===== src/design/dpsd_pkg.sv =====
// Purpose: Constants and types for the decimal printer scan drive
// Assumes: 10 MHz clock, six decades at most, one-of-ten active-low digits
`default_nettype none
package dpsd_pkg;
   localparam int DECADES = 6;
   localparam int DIGITS = 10;
   localparam int SEL_PER_UNIT = 3;
   localparam int CLK_NS = 100;
   localparam int SCAN_MIN_US = 100;
   localparam int SCAN_MIN_CYC = (SCAN_MIN_US * 1000 + CLK_NS - 1) / CLK_NS;
   localparam int STEP_MS = 100;
   localparam int STEP_CYC = STEP_MS * 1000000 / CLK_NS;
   localparam logic [9:0] DIGIT_IDLE = 10'h3FF;
   localparam logic [9:0] ARMS_IDLE = 10'h000;
   localparam logic [DECADES:0] STEP_RESET = '0;

   typedef logic [DIGITS-1:0] dpsd_digit_t;

   // Outputs towards the printer
   typedef struct packed {
      logic [DIGITS-1:0] arm;
      logic write;
      logic print;
   } dpsd_prn_t;

   typedef enum logic [2:0] {
      DPSD_IDLE = 3'b001,
      DPSD_ARM = 3'b010,
      DPSD_RUN = 3'b100
   } dpsd_state_t;
endpackage : dpsd_pkg
`default_nettype wire


===== src/design/dpsd_scan_drive.sv =====
// Purpose: Buffer memories, scanner, selectors and digit drivers for a decimal printer
// Assumes: Inputs synchronous to clk; scan command held at least the minimum time
// Notes: Decade 0 is most significant; two selectors serve decades 0-2 and 3-5
`default_nettype none
module dpsd_scan_drive #(
   parameter int STEP_CYCLES = dpsd_pkg::STEP_CYC,
   parameter int NUM_DECADES = 3
) (
   input wire logic clk,
   input wire logic sys_rst,
   input wire logic [dpsd_pkg::DECADES*dpsd_pkg::DIGITS-1:0] count_n,
   input wire logic transfer,
   input wire logic buffer_bypass,
   input wire logic scan_cmd,
   output dpsd_pkg::dpsd_prn_t prn,
   output logic busy,
   output logic [dpsd_pkg::DECADES-1:0] drive_enable
);
   localparam int D = dpsd_pkg::DECADES;
   localparam int N = dpsd_pkg::DIGITS;

   // Tick counter width sized for the step period
   localparam int TW = $clog2(STEP_CYCLES + 1);

   logic [D*N-1:0] held_n_r;
   logic transfer_q_r;
   logic scan_q_r;
   logic [D:0] step_r;
   logic [D:0] step_nxt;
   logic [TW-1:0] tick_cnt_r;
   dpsd_pkg::dpsd_state_t state_r;
   dpsd_pkg::dpsd_state_t state_nxt;
   dpsd_pkg::dpsd_prn_t prn_r;
   dpsd_pkg::dpsd_prn_t prn_nxt;

   wire transfer_rise = transfer & ~transfer_q_r;
   wire scan_rise = scan_cmd & ~scan_q_r;
   wire scan_fall = ~scan_cmd & scan_q_r;
   wire tick = (state_r == dpsd_pkg::DPSD_RUN) && (tick_cnt_r == TW'(STEP_CYCLES - 1));
   wire half = (state_r == dpsd_pkg::DPSD_RUN) && (tick_cnt_r < TW'(STEP_CYCLES / 2));

   // Selects each unit sees, active low; gate is low during first half period
   wire gate_n = ~half;
   wire [D-1:0] scan_sel_n = ~step_r[D-1:0];
   wire [2:0] scan_select_first_n = scan_sel_n[2:0];
   wire [2:0] scan_select_second_n = scan_sel_n[5:3];
   // Shared gated clock: one clock stage drives both link terminals
   wire clock_control_stage = gate_n;
   wire clock_link_first = clock_control_stage;
   wire clock_link_second = clock_link_first;

   function automatic logic [2:0] dpsd_select(input logic gate, input logic [2:0] sel_n);
      dpsd_select = {3{~gate}} & ~sel_n;
   endfunction : dpsd_select

   // Only configured decades may be enabled
   wire [D-1:0] present = D'((1 << NUM_DECADES) - 1);
   wire [D-1:0] enable_raw = {dpsd_select(clock_link_second, scan_select_second_n),
                              dpsd_select(clock_link_second, scan_select_first_n)};
   wire [D-1:0] enable = enable_raw & present;

   // Digit source: held buffer or direct counter lines
   wire [D*N-1:0] src_n = buffer_bypass ? count_n : held_n_r;

   // Wired-together arm lines of all drivers
   logic [N-1:0] arms;
   always_comb begin
      arms = dpsd_pkg::ARMS_IDLE;
      for (int d = 0; d < D; d++) begin
         if (enable[d]) begin
            arms = arms | ~src_n[d*N +: N];
         end
      end
   end

   // Scanner sequencing; step_r is one-hot while running and zero otherwise, bit D marks the print step
   always_comb begin
      state_nxt = state_r;
      step_nxt = step_r;
      unique case (state_r)
         dpsd_pkg::DPSD_IDLE: begin
            if (scan_rise) begin
               state_nxt = dpsd_pkg::DPSD_ARM;
               step_nxt = dpsd_pkg::STEP_RESET;
            end
         end
         dpsd_pkg::DPSD_ARM: begin
            if (scan_fall) begin
               state_nxt = dpsd_pkg::DPSD_RUN;
               step_nxt = (D+1)'(1);
            end
         end
         dpsd_pkg::DPSD_RUN: begin
            if (scan_rise) begin
               state_nxt = dpsd_pkg::DPSD_ARM;
               step_nxt = dpsd_pkg::STEP_RESET;
            end else if (tick) begin
               if (step_r[D]) begin
                  state_nxt = dpsd_pkg::DPSD_IDLE;
                  step_nxt = dpsd_pkg::STEP_RESET;
               end else if (step_r[NUM_DECADES-1]) begin
                  step_nxt = (D+1)'(1) << D;
               end else begin
                  step_nxt = step_r << 1;
               end
            end
         end
         default: begin
            state_nxt = dpsd_pkg::DPSD_IDLE;
            step_nxt = dpsd_pkg::STEP_RESET;
         end
      endcase
   end

   // Printer outputs; write strobe a quarter of the way into a digit step, in its first half
   always_comb begin
      prn_nxt.arm = arms;
      prn_nxt.write = (|enable) && (tick_cnt_r == TW'(STEP_CYCLES / 4));
      prn_nxt.print = step_r[D] && half;
   end

   // Buffer memory per decade
   always_ff @(posedge clk or posedge sys_rst) begin
      if (sys_rst) begin
         held_n_r <= {D{dpsd_pkg::DIGIT_IDLE}};
         transfer_q_r <= 1'b0;
      end else begin
         transfer_q_r <= transfer;
         if (!transfer) begin
            held_n_r <= {D{dpsd_pkg::DIGIT_IDLE}};
         end else if (transfer_rise) begin
            held_n_r <= count_n;
         end
      end
   end

   // Scanner registers and oscillator tick
   always_ff @(posedge clk or posedge sys_rst) begin
      if (sys_rst) begin
         state_r <= dpsd_pkg::DPSD_IDLE;
         step_r <= dpsd_pkg::STEP_RESET;
         scan_q_r <= 1'b0;
         tick_cnt_r <= '0;
      end else begin
         state_r <= state_nxt;
         step_r <= step_nxt;
         scan_q_r <= scan_cmd;
         if (state_r != dpsd_pkg::DPSD_RUN || tick) begin
            tick_cnt_r <= '0;
         end else begin
            tick_cnt_r <= tick_cnt_r + TW'(1);
         end
      end
   end

   // Registered printer outputs
   always_ff @(posedge clk or posedge sys_rst) begin
      if (sys_rst) begin
         prn_r <= '0;
      end else begin
         prn_r <= prn_nxt;
      end
   end

   assign prn = prn_r;
   assign busy = (state_r != dpsd_pkg::DPSD_IDLE);
   assign drive_enable = enable;
endmodule : dpsd_scan_drive
`default_nettype wire


===== config.mk =====
export PLATFORM = sky130hd
export DESIGN_NAME = dpsd_scan_drive
export DESIGN_NICKNAME = d
export VERILOG_FILES = /design/src/design/dpsd_pkg.sv /design/src/design/dpsd_scan_drive.sv
export SDC_FILE = /design/constraint.sdc
export NUM_CORES = 1
export LEC_CHECK = 0
export BUFFER_PORTS_ARGS = -buffer_cell sky130_fd_sc_hd__buf_4
export CORE_ASPECT_RATIO = 1.1
export CORE_UTILIZATION = 54
export DETAILED_ROUTE_END_ITERATION = 10
export PLACE_DENSITY = 0.8
export SKIP_CTS_REPAIR_TIMING = 1
export SLEW_MARGIN = 10
export SYNTH_ARGS = -nofsm -noshare
export SYNTH_HDL_FRONTEND = slang
export SYNTH_SLANG_ARGS = --single-unit

===== constraint.sdc =====
create_clock -name clk -period 3.1 [get_ports clk]
set_clock_uncertainty 0.15 [all_clocks]
set_input_delay 0.93 -clock clk [delete_from_list [all_inputs] [get_ports clk]]
set_output_delay 0.93 -clock clk [all_outputs]
set_load 0.01 [all_outputs]

==> results by group, run 1 <==
Timing
  • Min Hold Slack: approximately 0.36 ns
  • Final setup vio count: 0
  • Slew Limit Fails: 0
  • RSZ-0062 raised after global routing: false
  • Relative slew slack: 64.5%
  • Final min period: between 3 and 4 ns
  • Fmax: 328 MHz
  • Worst slew pin tran: 0.530 ns
  • Crit share post-route: 98.3%
  • Final hold viol count: 0

Setup path
  • Worst Path Max Fanout: 7
  • CP Capture Type: primary output
  • Critical path arrival: between 1.5 and 2 ns
  • Worst Path Class, Setup: flop to primary output
  • R2r endpoint: tick_cnt_r[8]
  • Max incr delay on CP: between 0.4 and 0.5 ns
  • Critical R2R Launch: tick_cnt_r[13]
  • R2R depth: 5
  • Crit path cell chain: or3_1 > or3_4 > nor2_1 > buf_4
  • Worst reg2reg setup slack: between 0.8 and 0.9 ns
  • Critical path's slowest cell: or3_1
  • Worst Path Required: roughly 2 ns
  • Setup crit start kind: flop

Clocking
  • Clock sinks: approximately 70
  • Worst-path clk slew: approximately 0.070 ns
  • # H-tree levels: 3
  • Clock Latency Late Sink: about 0.35 ns
  • CTS max path bufs: 2
  • Root buf cell: clkbuf_8
  • TritonCTS clock tree: done
  • Total CTS buffers: 9

Min path
  • Worst hold path startpoint: tick_cnt_r[0]
  • Hold-critical path depth: 1
  • Hold endpoint: tick_cnt_r[0]
  • Worst hold path class: flop to flop

Global routing
  • GRT Util Overall: between 20% and 30%
  • Vias in the first global route: around 2,600
  • Largest net degree at the start of global routing: 49
  • Antenna violations before repair: 0
  • Grt ovf: 0
  • First-pass GRT wire length: about 12 mm

Floorplan
  • Die Area: around 7000 um2
  • Starting Density: around 57%
  • Site row count: 30
  • Die Width: between 70 and 80 um
  • Num ports: 84
  • Die Y: 87.7 um
  • Core box area: around 6300 um2

Routing
  • Detailed-route wire length per cell: around 15 um
  • Antenna-violating nets left: 0
  • Vias/cell: 5.63
  • DRT iter0 DRCs: between 80 and 90
  • DR vias: between 2,000 and 3,000
  • DRC: 0
  • Detailed Route WL: ~7.4 mm
  • DRT Pass-1 Iters: 4

Yosys
  • Mapped cell area: about 3600 um2
  • Mapped Cells: 351
  • Main area contributors after synthesis: dfrtp_1 (28%), dfstp_2 (23%), mux2i_1 (17%)
  • Post-synth top area share: roughly 28%
  • Avg Cell Area, Syn: approximately 10 um2
  • #FFs+latches synth: just over 70
  • Synth Warn #: 0
  • Post-synthesis sequential area ratio: approximately half
  • Yosys top cell by area: dfrtp_1
  • Synth cell types: 39

Power and ir drop
  • Worst vdd ir: about 0.35 mV
  • Switching power: slightly below 500 uW
  • Overall Power: roughly 2 mW
  • Logic gate share of total power: about a tenth
  • Cell Pwr Density: about 460 nW/um2
  • P_int: 1.46 mW
  • Clock power share: 37.8%
  • Sequential power share: 51.8%
  • Net Sw Frac: 24.7%
  • Leak pwr: approximately 1.9 nW

Cells and area
  • # diodes: 0
  • Fin nets: 461
  • Filler Cells Inserted: 530
  • Area Growth Syn to Fin: 16.9%
  • Share of cells above drive strength 1: between 20% and 30%

Placement
  • Port Buffers: 50
  • GP Congestion: roughly 0.8
  • HPWL Detailed: 4.97 mm

Flow run
  • Max Cap Violations: 0

Status
  • Status: finished clean
critical path, delay by kind of cell, from the launching register on:
kind / cells / cell delay [ns]
and+or+nand+nor: 3 / 1.04
DFF: 1 / 0.44
buffers and inverters: 1 / 0.14
worst max path at each step:
stage                      end  slack, ns        from
3_3_place_gp   drive_enable[0]       0.40  state_r[1]
2_1_floorplan           prn[0]       0.27     sys_rst
4_1_cts        drive_enable[0]      -0.01  state_r[1]
3_5_place_dp   drive_enable[0]       0.40  state_r[1]
5_1_grt        drive_enable[0]      0.006  state_r[1]
6_report       drive_enable[0]       0.05  state_r[1]
sequential cells by signal, indices dropped and copies added, names as in the netlist:
| register | cells |
|---|---|
| held_n_r | 30 |
| prn | 12 |
| scan_q_r | 1 |
| state_r | 3 |
| step_r | 4 |
| tick_cnt_r | 20 |
| transfer_q_r | 1 |
power groups by stage:
stage | registers [mW] | clock network (mW) | logic [mW]
final | 1.01 | 0.736 | 0.201
after detailed placement | 1.02 | 0 | 0.201
after global routing | 1.01 | 0.789 | 0.225
after floorplan | 1.01 | 0 | 0.145
after global placement | 1.02 | 0 | 0.197
after CTS | 1.01 | 0.752 | 0.203
cells by family (layout without fill, tap and decap cells):
kind of cell / count (synthesis) / in the layout / share of synthesized area, %
adders and majority gates: 2 / 2 / 0.694
DFF: 71 / 71 / 50.3
other: 1 / 3 / 0.104
and+or+nand+nor: 130 / 130 / 16.8
buffers and inverters: 34 / 80 / 4.51
AOI/OAI and AO/OA: 31 / 31 / 5.41
xor gates and xnor gates: 19 / 19 / 4.61
muxes: 63 / 63 / 17.5
metal layers:
metal	global-route usage, %	up-vias	wire length [um]
met4	13.8	0	217
met1	27.7	1331	3060
met2	38.5	65	3750
met5	0	-	0
li1	-	1282	-
met3	3.44	20	346
cells in the mapped netlist:
cell type / number
or4b_1: 1
nand4b_1: 1
nor3_1: 7
buf_1: 3
dfrtp_1: 40
a31oi_1: 3
and4_1: 2
nor3b_1: 2
nand2_1: 54
buf_12: 1
o22ai_1: 1
inv_1: 10
xor2_1: 15
o21ai_0: 1
a21o_1: 2
nand4_1: 8
a21oi_1: 12
nor4_1: 3
xnor2_1: 4
nand3b_1: 1
buf_4: 3
nand3_1: 5
a22oi_1: 10
o31ai_1: 1
buf_6: 1
and2_2: 1
mux2i_1: 63
nand2b_2: 1
and3_1: 3
and4b_1: 1
o211ai_1: 1
nand2b_1: 3
conb_1: 1
nor4_2: 1
dfstp_2: 31
ha_1: 2
clkbuf_1: 16
or3_1: 2
nor2_1: 34
area by class of cell:
cell class | instances | area, um2 | share of cell area (%)
well taps | 80 | 100 | 2.37
clock buffers | 11 | 141 | 3.35
repair buffers | 54 | 418 | 9.91
flip-flops and latches | 71 | 1820 | 43.1
inverters | 10 | 37.5 | 0.890
multi-input cells | 248 | 1650 | 39.0
clock inverters | 5 | 57.6 | 1.37
cells in the final DEF (no fill, tap or decap), types with 2 or more instances in the layout:
cell | synthesis | routed
mux2i_1 | 63 | 63
nand2_1 | 54 | 54
buf_4 | 3 | 53
dfrtp_1 | 40 | 40
nor2_1 | 34 | 34
dfstp_2 | 31 | 31
xor2_1 | 15 | 15
a21oi_1 | 12 | 12
a22oi_1 | 10 | 10
clkbuf_8 | 0 | 10
inv_1 | 10 | 9
nand4_1 | 8 | 8
nor3_1 | 7 | 6
nand3_1 | 5 | 5
xnor2_1 | 4 | 4
nand2b_1 | 3 | 3
a31oi_1 | 3 | 3
and3_1 | 3 | 3
nor4_1 | 3 | 3
conb_1 | 1 | 3
nor3b_1 | 2 | 2
and4_1 | 2 | 2
a21o_1 | 2 | 2
ha_1 | 2 | 2
clkinv_2 | 0 | 2
clkinv_4 | 0 | 2
metrics by stage:
| step | utilization (%) | setup WS [ns] | TNS [ns] | cells | instance area, um2 |
|---|---|---|---|---|---|
| 2_1_floorplan | - | 0.275 | 0 | 353 | 3610 |
| 3_3_place_gp | 63.4 | 0.405 | 0 | 462 | 4000 |
| 3_5_place_dp | 63.4 | 0.403 | 0 | 462 | 4000 |
| 4_1_cts | 66.6 | -0.0100 | -0.0100 | 478 | 4200 |
| 5_1_grt | 66.8 | 0.00620 | 0 | 479 | 4220 |
| 6_report | 66.8 | 0.0515 | 0 | 479 | 4220 |
Power figures use the tool's default switching activity.
==> inputs of run 2 (changes only) <==
--- a/config.mk
+++ b/config.mk
@@ -5,9 +5,10 @@
 export SDC_FILE = /design/constraint.sdc
 export NUM_CORES = 1
 export LEC_CHECK = 0
+export ABC_AREA = 1
 export BUFFER_PORTS_ARGS = -buffer_cell sky130_fd_sc_hd__buf_4
 export CORE_ASPECT_RATIO = 1.1
-export CORE_UTILIZATION = 54
+export CORE_UTILIZATION = 55
 export DETAILED_ROUTE_END_ITERATION = 10
 export PLACE_DENSITY = 0.8
 export SKIP_CTS_REPAIR_TIMING = 1
==> run 2 against run 1 <==
Effect of this change: hold slack worse by 0.017 ns; routed wire length up 19%; register-to-register slack improved by 0.43 ns; combinational power increased by 120%; count of clock-buffer cells in the layout is 2 lower; clock power is 10% higher; largest power group unchanged; cell count is 26% higher; via count up 27%.
==> results by group, run 2 <==
Power and ir drop
  • Leak pwr: 2.02 nW (+5.4%)
  • Worst vdd ir: 0.494 mV (+41%)
  • Cell Pwr Density: 514 nW/um2 (+11%)

Timing
  • RSZ-0062 raised after global routing: false
  • Final min period: 2.84 ns (-0.205 ns)
  • Setup TNS Final: 0 ns (unchanged)
  • Slew Limit Fails: 0 (unchanged)
  • Min Hold Slack: 0.339 ns (-0.0174 ns)
  • Fmax: 352 MHz (+7.2%)
  • Final setup vio count: 0 (unchanged)
  • Relative slew slack: 51.2% (-13 points)
  • Crit share post-route: 91.7% (-6.6 points)
  • Worst slew pin tran: 0.731 ns (+0.201 ns)
  • Final hold viol count: 0 (unchanged)

Yosys
  • Mapped Cells: 478 (+36%)
  • Mapped cell area: 3900 um2 (+8.1%)
  • Synth top cells by count: nand2_1 (69), nor2_1 (56), inv_1 (49), nand3_1 (41), dfrtp_1 (40)
  • Most used DFF post-synth: dfrtp_1
  • Yosys top cell by area: dfrtp_1
  • Post-synthesis sequential area ratio: 46.6% (-3.8 points)
  • Synth cell types: 38 (-2.6%)
  • Synth Warn #: 0 (unchanged)
  • Post-synthesis async set-or-reset flop share: 100% (unchanged)
  • Number of synthesized flops with an enable pin: 0 (unchanged)
  • Count leader, synth: nand2_1
  • #FFs+latches synth: 71 (unchanged)
  • Avg Cell Area, Syn: 8.16 um2 (-21%)
  • Main area contributors after synthesis: dfrtp_1 (26%), dfstp_2 (21%), nand2_1 (6.6%)
  • Post-synth top area share: 25.7% (-2.1 points)

Floorplan
  • Die Area: 7430 um2 (+6.0%)
  • Site row count: 31 (+3.3%)
  • Num ports: 84 (unchanged)
  • Starting Density: 58.1% (+0.92 points)
  • Die Y: 90.3 um (+3.0%)
  • Die Width: 82.3 um (+3.0%)
  • Core box area: 6710 um2 (+6.4%)

Status
  • Status: finished clean

Routing
  • Detailed-route wire length per cell: 14.5 um (-6.0%)
  • DR vias: 3,427 (+27%)
  • DRC: 0 (unchanged)
  • Vias/cell: 5.66 (+0.57%)
  • DRT Pass-1 Iters: 5 (+1)
  • Detailed Route WL: 8.75 mm (+19%)
  • Antenna-violating nets left: 0 (unchanged)
  • DRT iter0 DRCs: 289 (+220%)

Cells and area
  • Share of cells above drive strength 1: 24.7% (-1.9 points)
  • Reg area: 1820 um2 (unchanged)
  • # diodes: 0 (unchanged)
  • Area of the multi-input gates: 1750 um2 (+6.4%)
  • Top reg by flops: held_n_r
  • Number of flip-flops in the largest register: 30 (unchanged)
  • Fin nets: 585 (+27%)
  • Most frequent cells in the layout: nand2_1 (69), nor2_1 (56), buf_4 (53), inv_1 (48), nand3_1 (41)
  • Filler Cells Inserted: 561 (+5.8%)
  • Area Growth Syn to Fin: 15.6%
  • Commonest non-fill, non-tap cell in the layout: nand2_1

Setup path
  • Critical path's most frequent cell: nor2_1
  • CP Capture Type: primary output
  • Setup crit start kind: flop
  • Worst reg2reg setup slack: 1.26 ns (+0.43 ns)
  • Worst Path Required: 2.02 ns (about the same)
  • Worst Path Max Fanout: 6 (-1)
  • Max incr delay on CP: 0.39 ns (-0.07 ns)
  • Critical path arrival: 1.76 ns (-0.21 ns)
  • Worst Path Class, Setup: flop to primary output
  • Crit path cell chain: inv_1 > nand3_1 > nor2_1 > o21a_2 > nand2_1 > nor2_1 > buf_4
  • Critical path's slowest cell: dfrtp_1

Global routing
  • Antenna violations before repair: 0 (unchanged)
  • Grt ovf: 0 (unchanged)
  • GRT Util Overall: 25.7% (+2.9 points)
  • Largest net degree at the start of global routing: 72 (+47%)
  • First-pass GRT wire length: 14.6 mm (+22%)
  • Vias in the first global route: 3,159 (+21%)

Clocking
  • TritonCTS clock tree: done
  • CTS max path bufs: 2 (unchanged)
  • Clock sinks: 71 (unchanged)
  • Clock Latency Late Sink: 0.34 ns (about the same)
  • Total CTS buffers: 9 (unchanged)
  • # H-tree levels: 3 (unchanged)
  • Worst-path clk slew: 0.08 ns (about the same)
  • Root buf cell: clkbuf_8

Flow run
  • Max Cap Violations: 0 (unchanged)

Placement
  • GP Congestion: 0.901 (+12%)
  • Port Buffers: 50 (unchanged)
  • HPWL Detailed: 5.94 mm (+19%)

Min path
  • Worst hold path class: flop to flop
run 2: changes by cell type in the layout (fill, tap and decap cells not counted), sizes merged, moves of 10 or more:
cell	before	now
o21ai	1	41
nand4	8	38
mux2i	63	15
nand3	5	43
xor2	15	3
nand2	54	75
inv	10	52
nor3	7	17
nor2	34	61
a22oi	10	0
run 2: cells by family (layout without fill, tap and decap cells):
kind of cell,after synthesis,in the layout,share of synthesized area (%)
AO/OA/AOI/OAI,65,65,9.11
XOR/XNOR,3,3,0.674
adder cells (fa/ha/maj),2,2,0.642
buffers and inverters,80,123,8.73
flip-flops,71,71,46.6
multiplexers,15,15,3.85
other,1,3,0.0962
AND/OR/NAND/NOR,241,241,30.3
run 2: through the flow:
step                      area (um2)  total power [mW]  utilization (%)  setup WS [ns]  instances
after floorplan                 3910              1.39                -          0.275        480
after global placement          4290              1.50             63.9          0.694        589
after detailed placement        4290              1.52             63.9          0.627        589
after CTS                       4510              2.33             67.2          0.240        605
after global routing            4510              2.43             67.2         0.0956        605
final                           4510              2.32             67.2          0.256        605
run 2: layout make-up:
class / count / area share [%]
multi-input combinational: 329 / 38.8
tap: 82 / 2.28
sequential: 71 / 40.3
clock inverter: 7 / 2.17
inverter: 53 / 4.41
timing repair buffer: 54 / 9.27
clock buffer: 9 / 2.75
run 2: where the power goes:
part	switching (mW)	internal (mW)	leakage, nW
Clock	0.359	0.454	0.105
Sequential	0.0510	1.01	0.879
Combinational	0.287	0.154	1.03
Total	0.696	1.62	2.02
run 2: worst paths after layout:
| check | to | from | depth (start not counted) |
|---|---|---|---|
| worst max-delay path | drive_enable[2] | state_r[1] | 7 |
| worst min-delay path | held_n_r[21] | held_n_r[21] | 2 |
| worst max register to register | prn[1] | state_r[1] | 7 |
| worst min register to register | held_n_r[21] | held_n_r[21] | 2 |
| max in group asynchronous | held_n_r[15] | sys_rst | 3 |
| min in group asynchronous | tick_cnt_r[8] | sys_rst | 3 |
run 2: metal layers:
| metal | up-vias | share of wire [%] | track usage [%] |
|---|---|---|---|
| met1 | 1591 | 47 | 38.6 |
| met4 | 0 | 1.2 | 8.77 |
| met3 | 10 | 6.2 | 3.84 |
| met2 | 140 | 45 | 37.5 |
| li1 | 1686 | - | - |
| met5 | - | 0 | 0 |
run 2: critical path: cells and delay by family (launching register included):
kind	cells	cell delay (ns)
AOI/OAI and AO/OA	1	0.15
buffers and inverters	2	0.22
and+or+nand+nor	4	0.66
DFF	1	0.39
==> inputs of run 3 (changes only) <==
--- a/config.mk
+++ b/config.mk
@@ -6,11 +6,12 @@
 export NUM_CORES = 1
 export LEC_CHECK = 0
 export ABC_AREA = 1
+export ABC_CLOCK_PERIOD_IN_PS = 3100
 export BUFFER_PORTS_ARGS = -buffer_cell sky130_fd_sc_hd__buf_4
 export CORE_ASPECT_RATIO = 1.1
 export CORE_UTILIZATION = 55
 export DETAILED_ROUTE_END_ITERATION = 10
-export PLACE_DENSITY = 0.8
+export PLACE_DENSITY_LB_ADDON = 0.08
 export SKIP_CTS_REPAIR_TIMING = 1
 export SLEW_MARGIN = 10
 export SYNTH_ARGS = -nofsm -noshare
==> run 3 against run 2 <==
Effect of this change: clock power decreased by 22%; count of clock-buffer cells in the layout grew 2; hold slack improved by 0.00052 ns; core utilization fell by 0.97 points; first-iteration DRC count shrank 0.69%; combinational power hardly changed; non-clock buffer count shrank 1; setup slack improved by 0.041 ns; largest cell class unchanged; highest routed layer unchanged.
==> results by group, run 3 (synthesized netlist as in run 2, its figures left out) <==
Setup path
  • Worst Path Class, Setup: flop to primary output
  • Worst Path Required: 2.02 ns (about the same)
  • Worst Path Max Fanout: 6 (unchanged)
  • Critical path arrival: 1.72 ns (-0.04 ns)
  • Setup crit start kind: flop
  • CP Capture Type: primary output

Global routing
  • Vias in the first global route: 3,246 (+2.8%)
  • Grt ovf: 0 (unchanged)
  • Largest net degree at the start of global routing: 72 (unchanged)
  • First-pass GRT wire length: 14.7 mm (+0.66%)
  • GRT Util Overall: 26.3% (+0.65 points)
  • Antenna violations before repair: 0 (unchanged)

Routing
  • Vias/cell: 5.60 (-1.2%)
  • Detailed Route WL: 9.03 mm (+3.1%)
  • DRT Pass-1 Iters: 4 (-1)
  • Antenna-violating nets left: 0 (unchanged)
  • DRT iter0 DRCs: 287 (-0.69%)
  • Detailed-route wire length per cell: 15.0 um (+3.5%)
  • DR vias: 3,376 (-1.5%)
  • DRC: 0 (unchanged)

Cells and area
  • Top reg by flops: held_n_r
  • Share of cells above drive strength 1: 24.2% (-0.48 points)
  • Commonest non-fill, non-tap cell in the layout: nand2_1
  • Number of flip-flops in the largest register: 30 (unchanged)
  • Area Growth Syn to Fin: 13.9%
  • Fin util: 66.2% (-0.97 points)
  • # diodes: 0 (unchanged)
  • Most frequent cells in the layout: nand2_1 (69), nor2_1 (56), buf_4 (52), inv_1 (48), nand3_1 (41)
  • Fin nets: 584 (-0.17%)

Floorplan
  • Num ports: 84 (unchanged)
  • Site row count: 31 (unchanged)
  • Starting Density: 58.1% (unchanged)
  • Die Width: 82.3 um (unchanged)
  • Die Area: 7430 um2 (unchanged)
  • Die Y: 90.3 um (unchanged)
  • Core box area: 6710 um2 (unchanged)

Timing
  • Slew Limit Fails: 0 (unchanged)
  • Final setup vio count: 0 (unchanged)
  • Min Hold Slack: 0.340 ns (+0.000516 ns)
  • Worst slew pin tran: 0.711 ns (-0.0194 ns)
  • Setup TNS Final: 0 ns (unchanged)
  • Final min period: 2.80 ns (-0.0409 ns)
  • Relative slew slack: 52.5% (+1.3 points)
  • RSZ-0062 raised after global routing: false
  • Fmax: 357 MHz (+1.5%)
  • Final hold viol count: 0 (unchanged)
  • Setup WS post-layout: 0.297 ns (+0.0409 ns)
  • Crit share post-route: 90.4% (-1.3 points)

Power and ir drop
  • Worst vdd ir: 0.353 mV (-29%)
  • Leak pwr: 1.99 nW (-1.3%)
  • Cell Pwr Density: 482 nW/um2 (-6.3%)

Clocking
  • Root buf cell: clkbuf_8
  • Total CTS buffers: 9 (unchanged)
  • # H-tree levels: 3 (unchanged)
  • Clock sinks: 71 (unchanged)
  • Worst-path clk slew: 0.07 ns (about the same)
  • Clock Latency Late Sink: 0.34 ns (about the same)
  • CTS max path bufs: 2 (unchanged)
  • TritonCTS clock tree: done

Min path
  • Worst hold path class: flop to flop

Placement
  • Place WS: 0.680 ns (+0.0530 ns)
  • HPWL Detailed: 6.32 mm (+6.5%)
  • GP Congestion: 0.903 (+0.24%)
  • Port Buffers: 50 (unchanged)

Flow run
  • Max Cap Violations: 0 (unchanged)

Status
  • Status: finished clean
-- run 3: cell types whose count changed in the layout (fill, tap and decap cells not counted) --
cell and delta:
bufinv_16 -2, clkinv_2 +2, clkinv_4 -2, buf_4 -1, clkbuf_1 +1, clkbuf_8 +1
clkinvlp_4 -1
-- run 3: per-stage QoR --
step	area, um2	std cells	power [mW]
2_1_floorplan	3910	480	1.39
3_3_place_gp	4280	588	1.50
3_5_place_dp	4280	588	1.52
4_1_cts	4440	603	2.16
5_1_grt	4440	603	2.26
6_report	4440	603	2.14
-- run 3: worst max-delay path: stages, from the launching register on --
cell and delay, ns:
dfrtp_1 0.38, inv_1 0.07, nand3_1 0.21, nor2_1 0.16, o21a_2 0.15, nand2_1 0.12, nor2_1 0.15, buf_4 0.14
-- run 3: cell type report --
class | count | area [um2]
fillers | 584 | 2270
flip-flops and latches | 71 | 1820
multi-input cells | 329 | 1750
repair buffers | 53 | 410
inverters | 53 | 199
clock buffers | 11 | 141
well taps | 82 | 103
clock inverters | 4 | 22.5
-- run 3: worst paths after layout --
kind	start	to	slack, ns	cells past startpoint
max	state_r[1]	drive_enable[0]	0.30	7
min	held_n_r[1]	held_n_r[1]	0.34	2
max reg2reg	transfer_q_r	held_n_r[14]	1.17	2
min reg2reg	held_n_r[1]	held_n_r[1]	0.34	2
max in group asynchronous	sys_rst	held_n_r[9]	1.95	3
min in group asynchronous	sys_rst	prn[10]	0.52	3
-- run 3: report_power, final --
group	internal (mW)	switching, mW	total [mW]
logic	0.153	0.287	0.440
clock network	0.304	0.330	0.634
registers	1.01	0.0532	1.07
total	1.47	0.670	2.14
-- run 3: per-layer routing --
metal	global-route usage (%)	up-vias	routed length, um
met1	32.7	1616	3820
met5	0	-	0
met2	43.2	61	4660
met3	5.25	19	284
li1	-	1680	-
met4	12.1	0	270
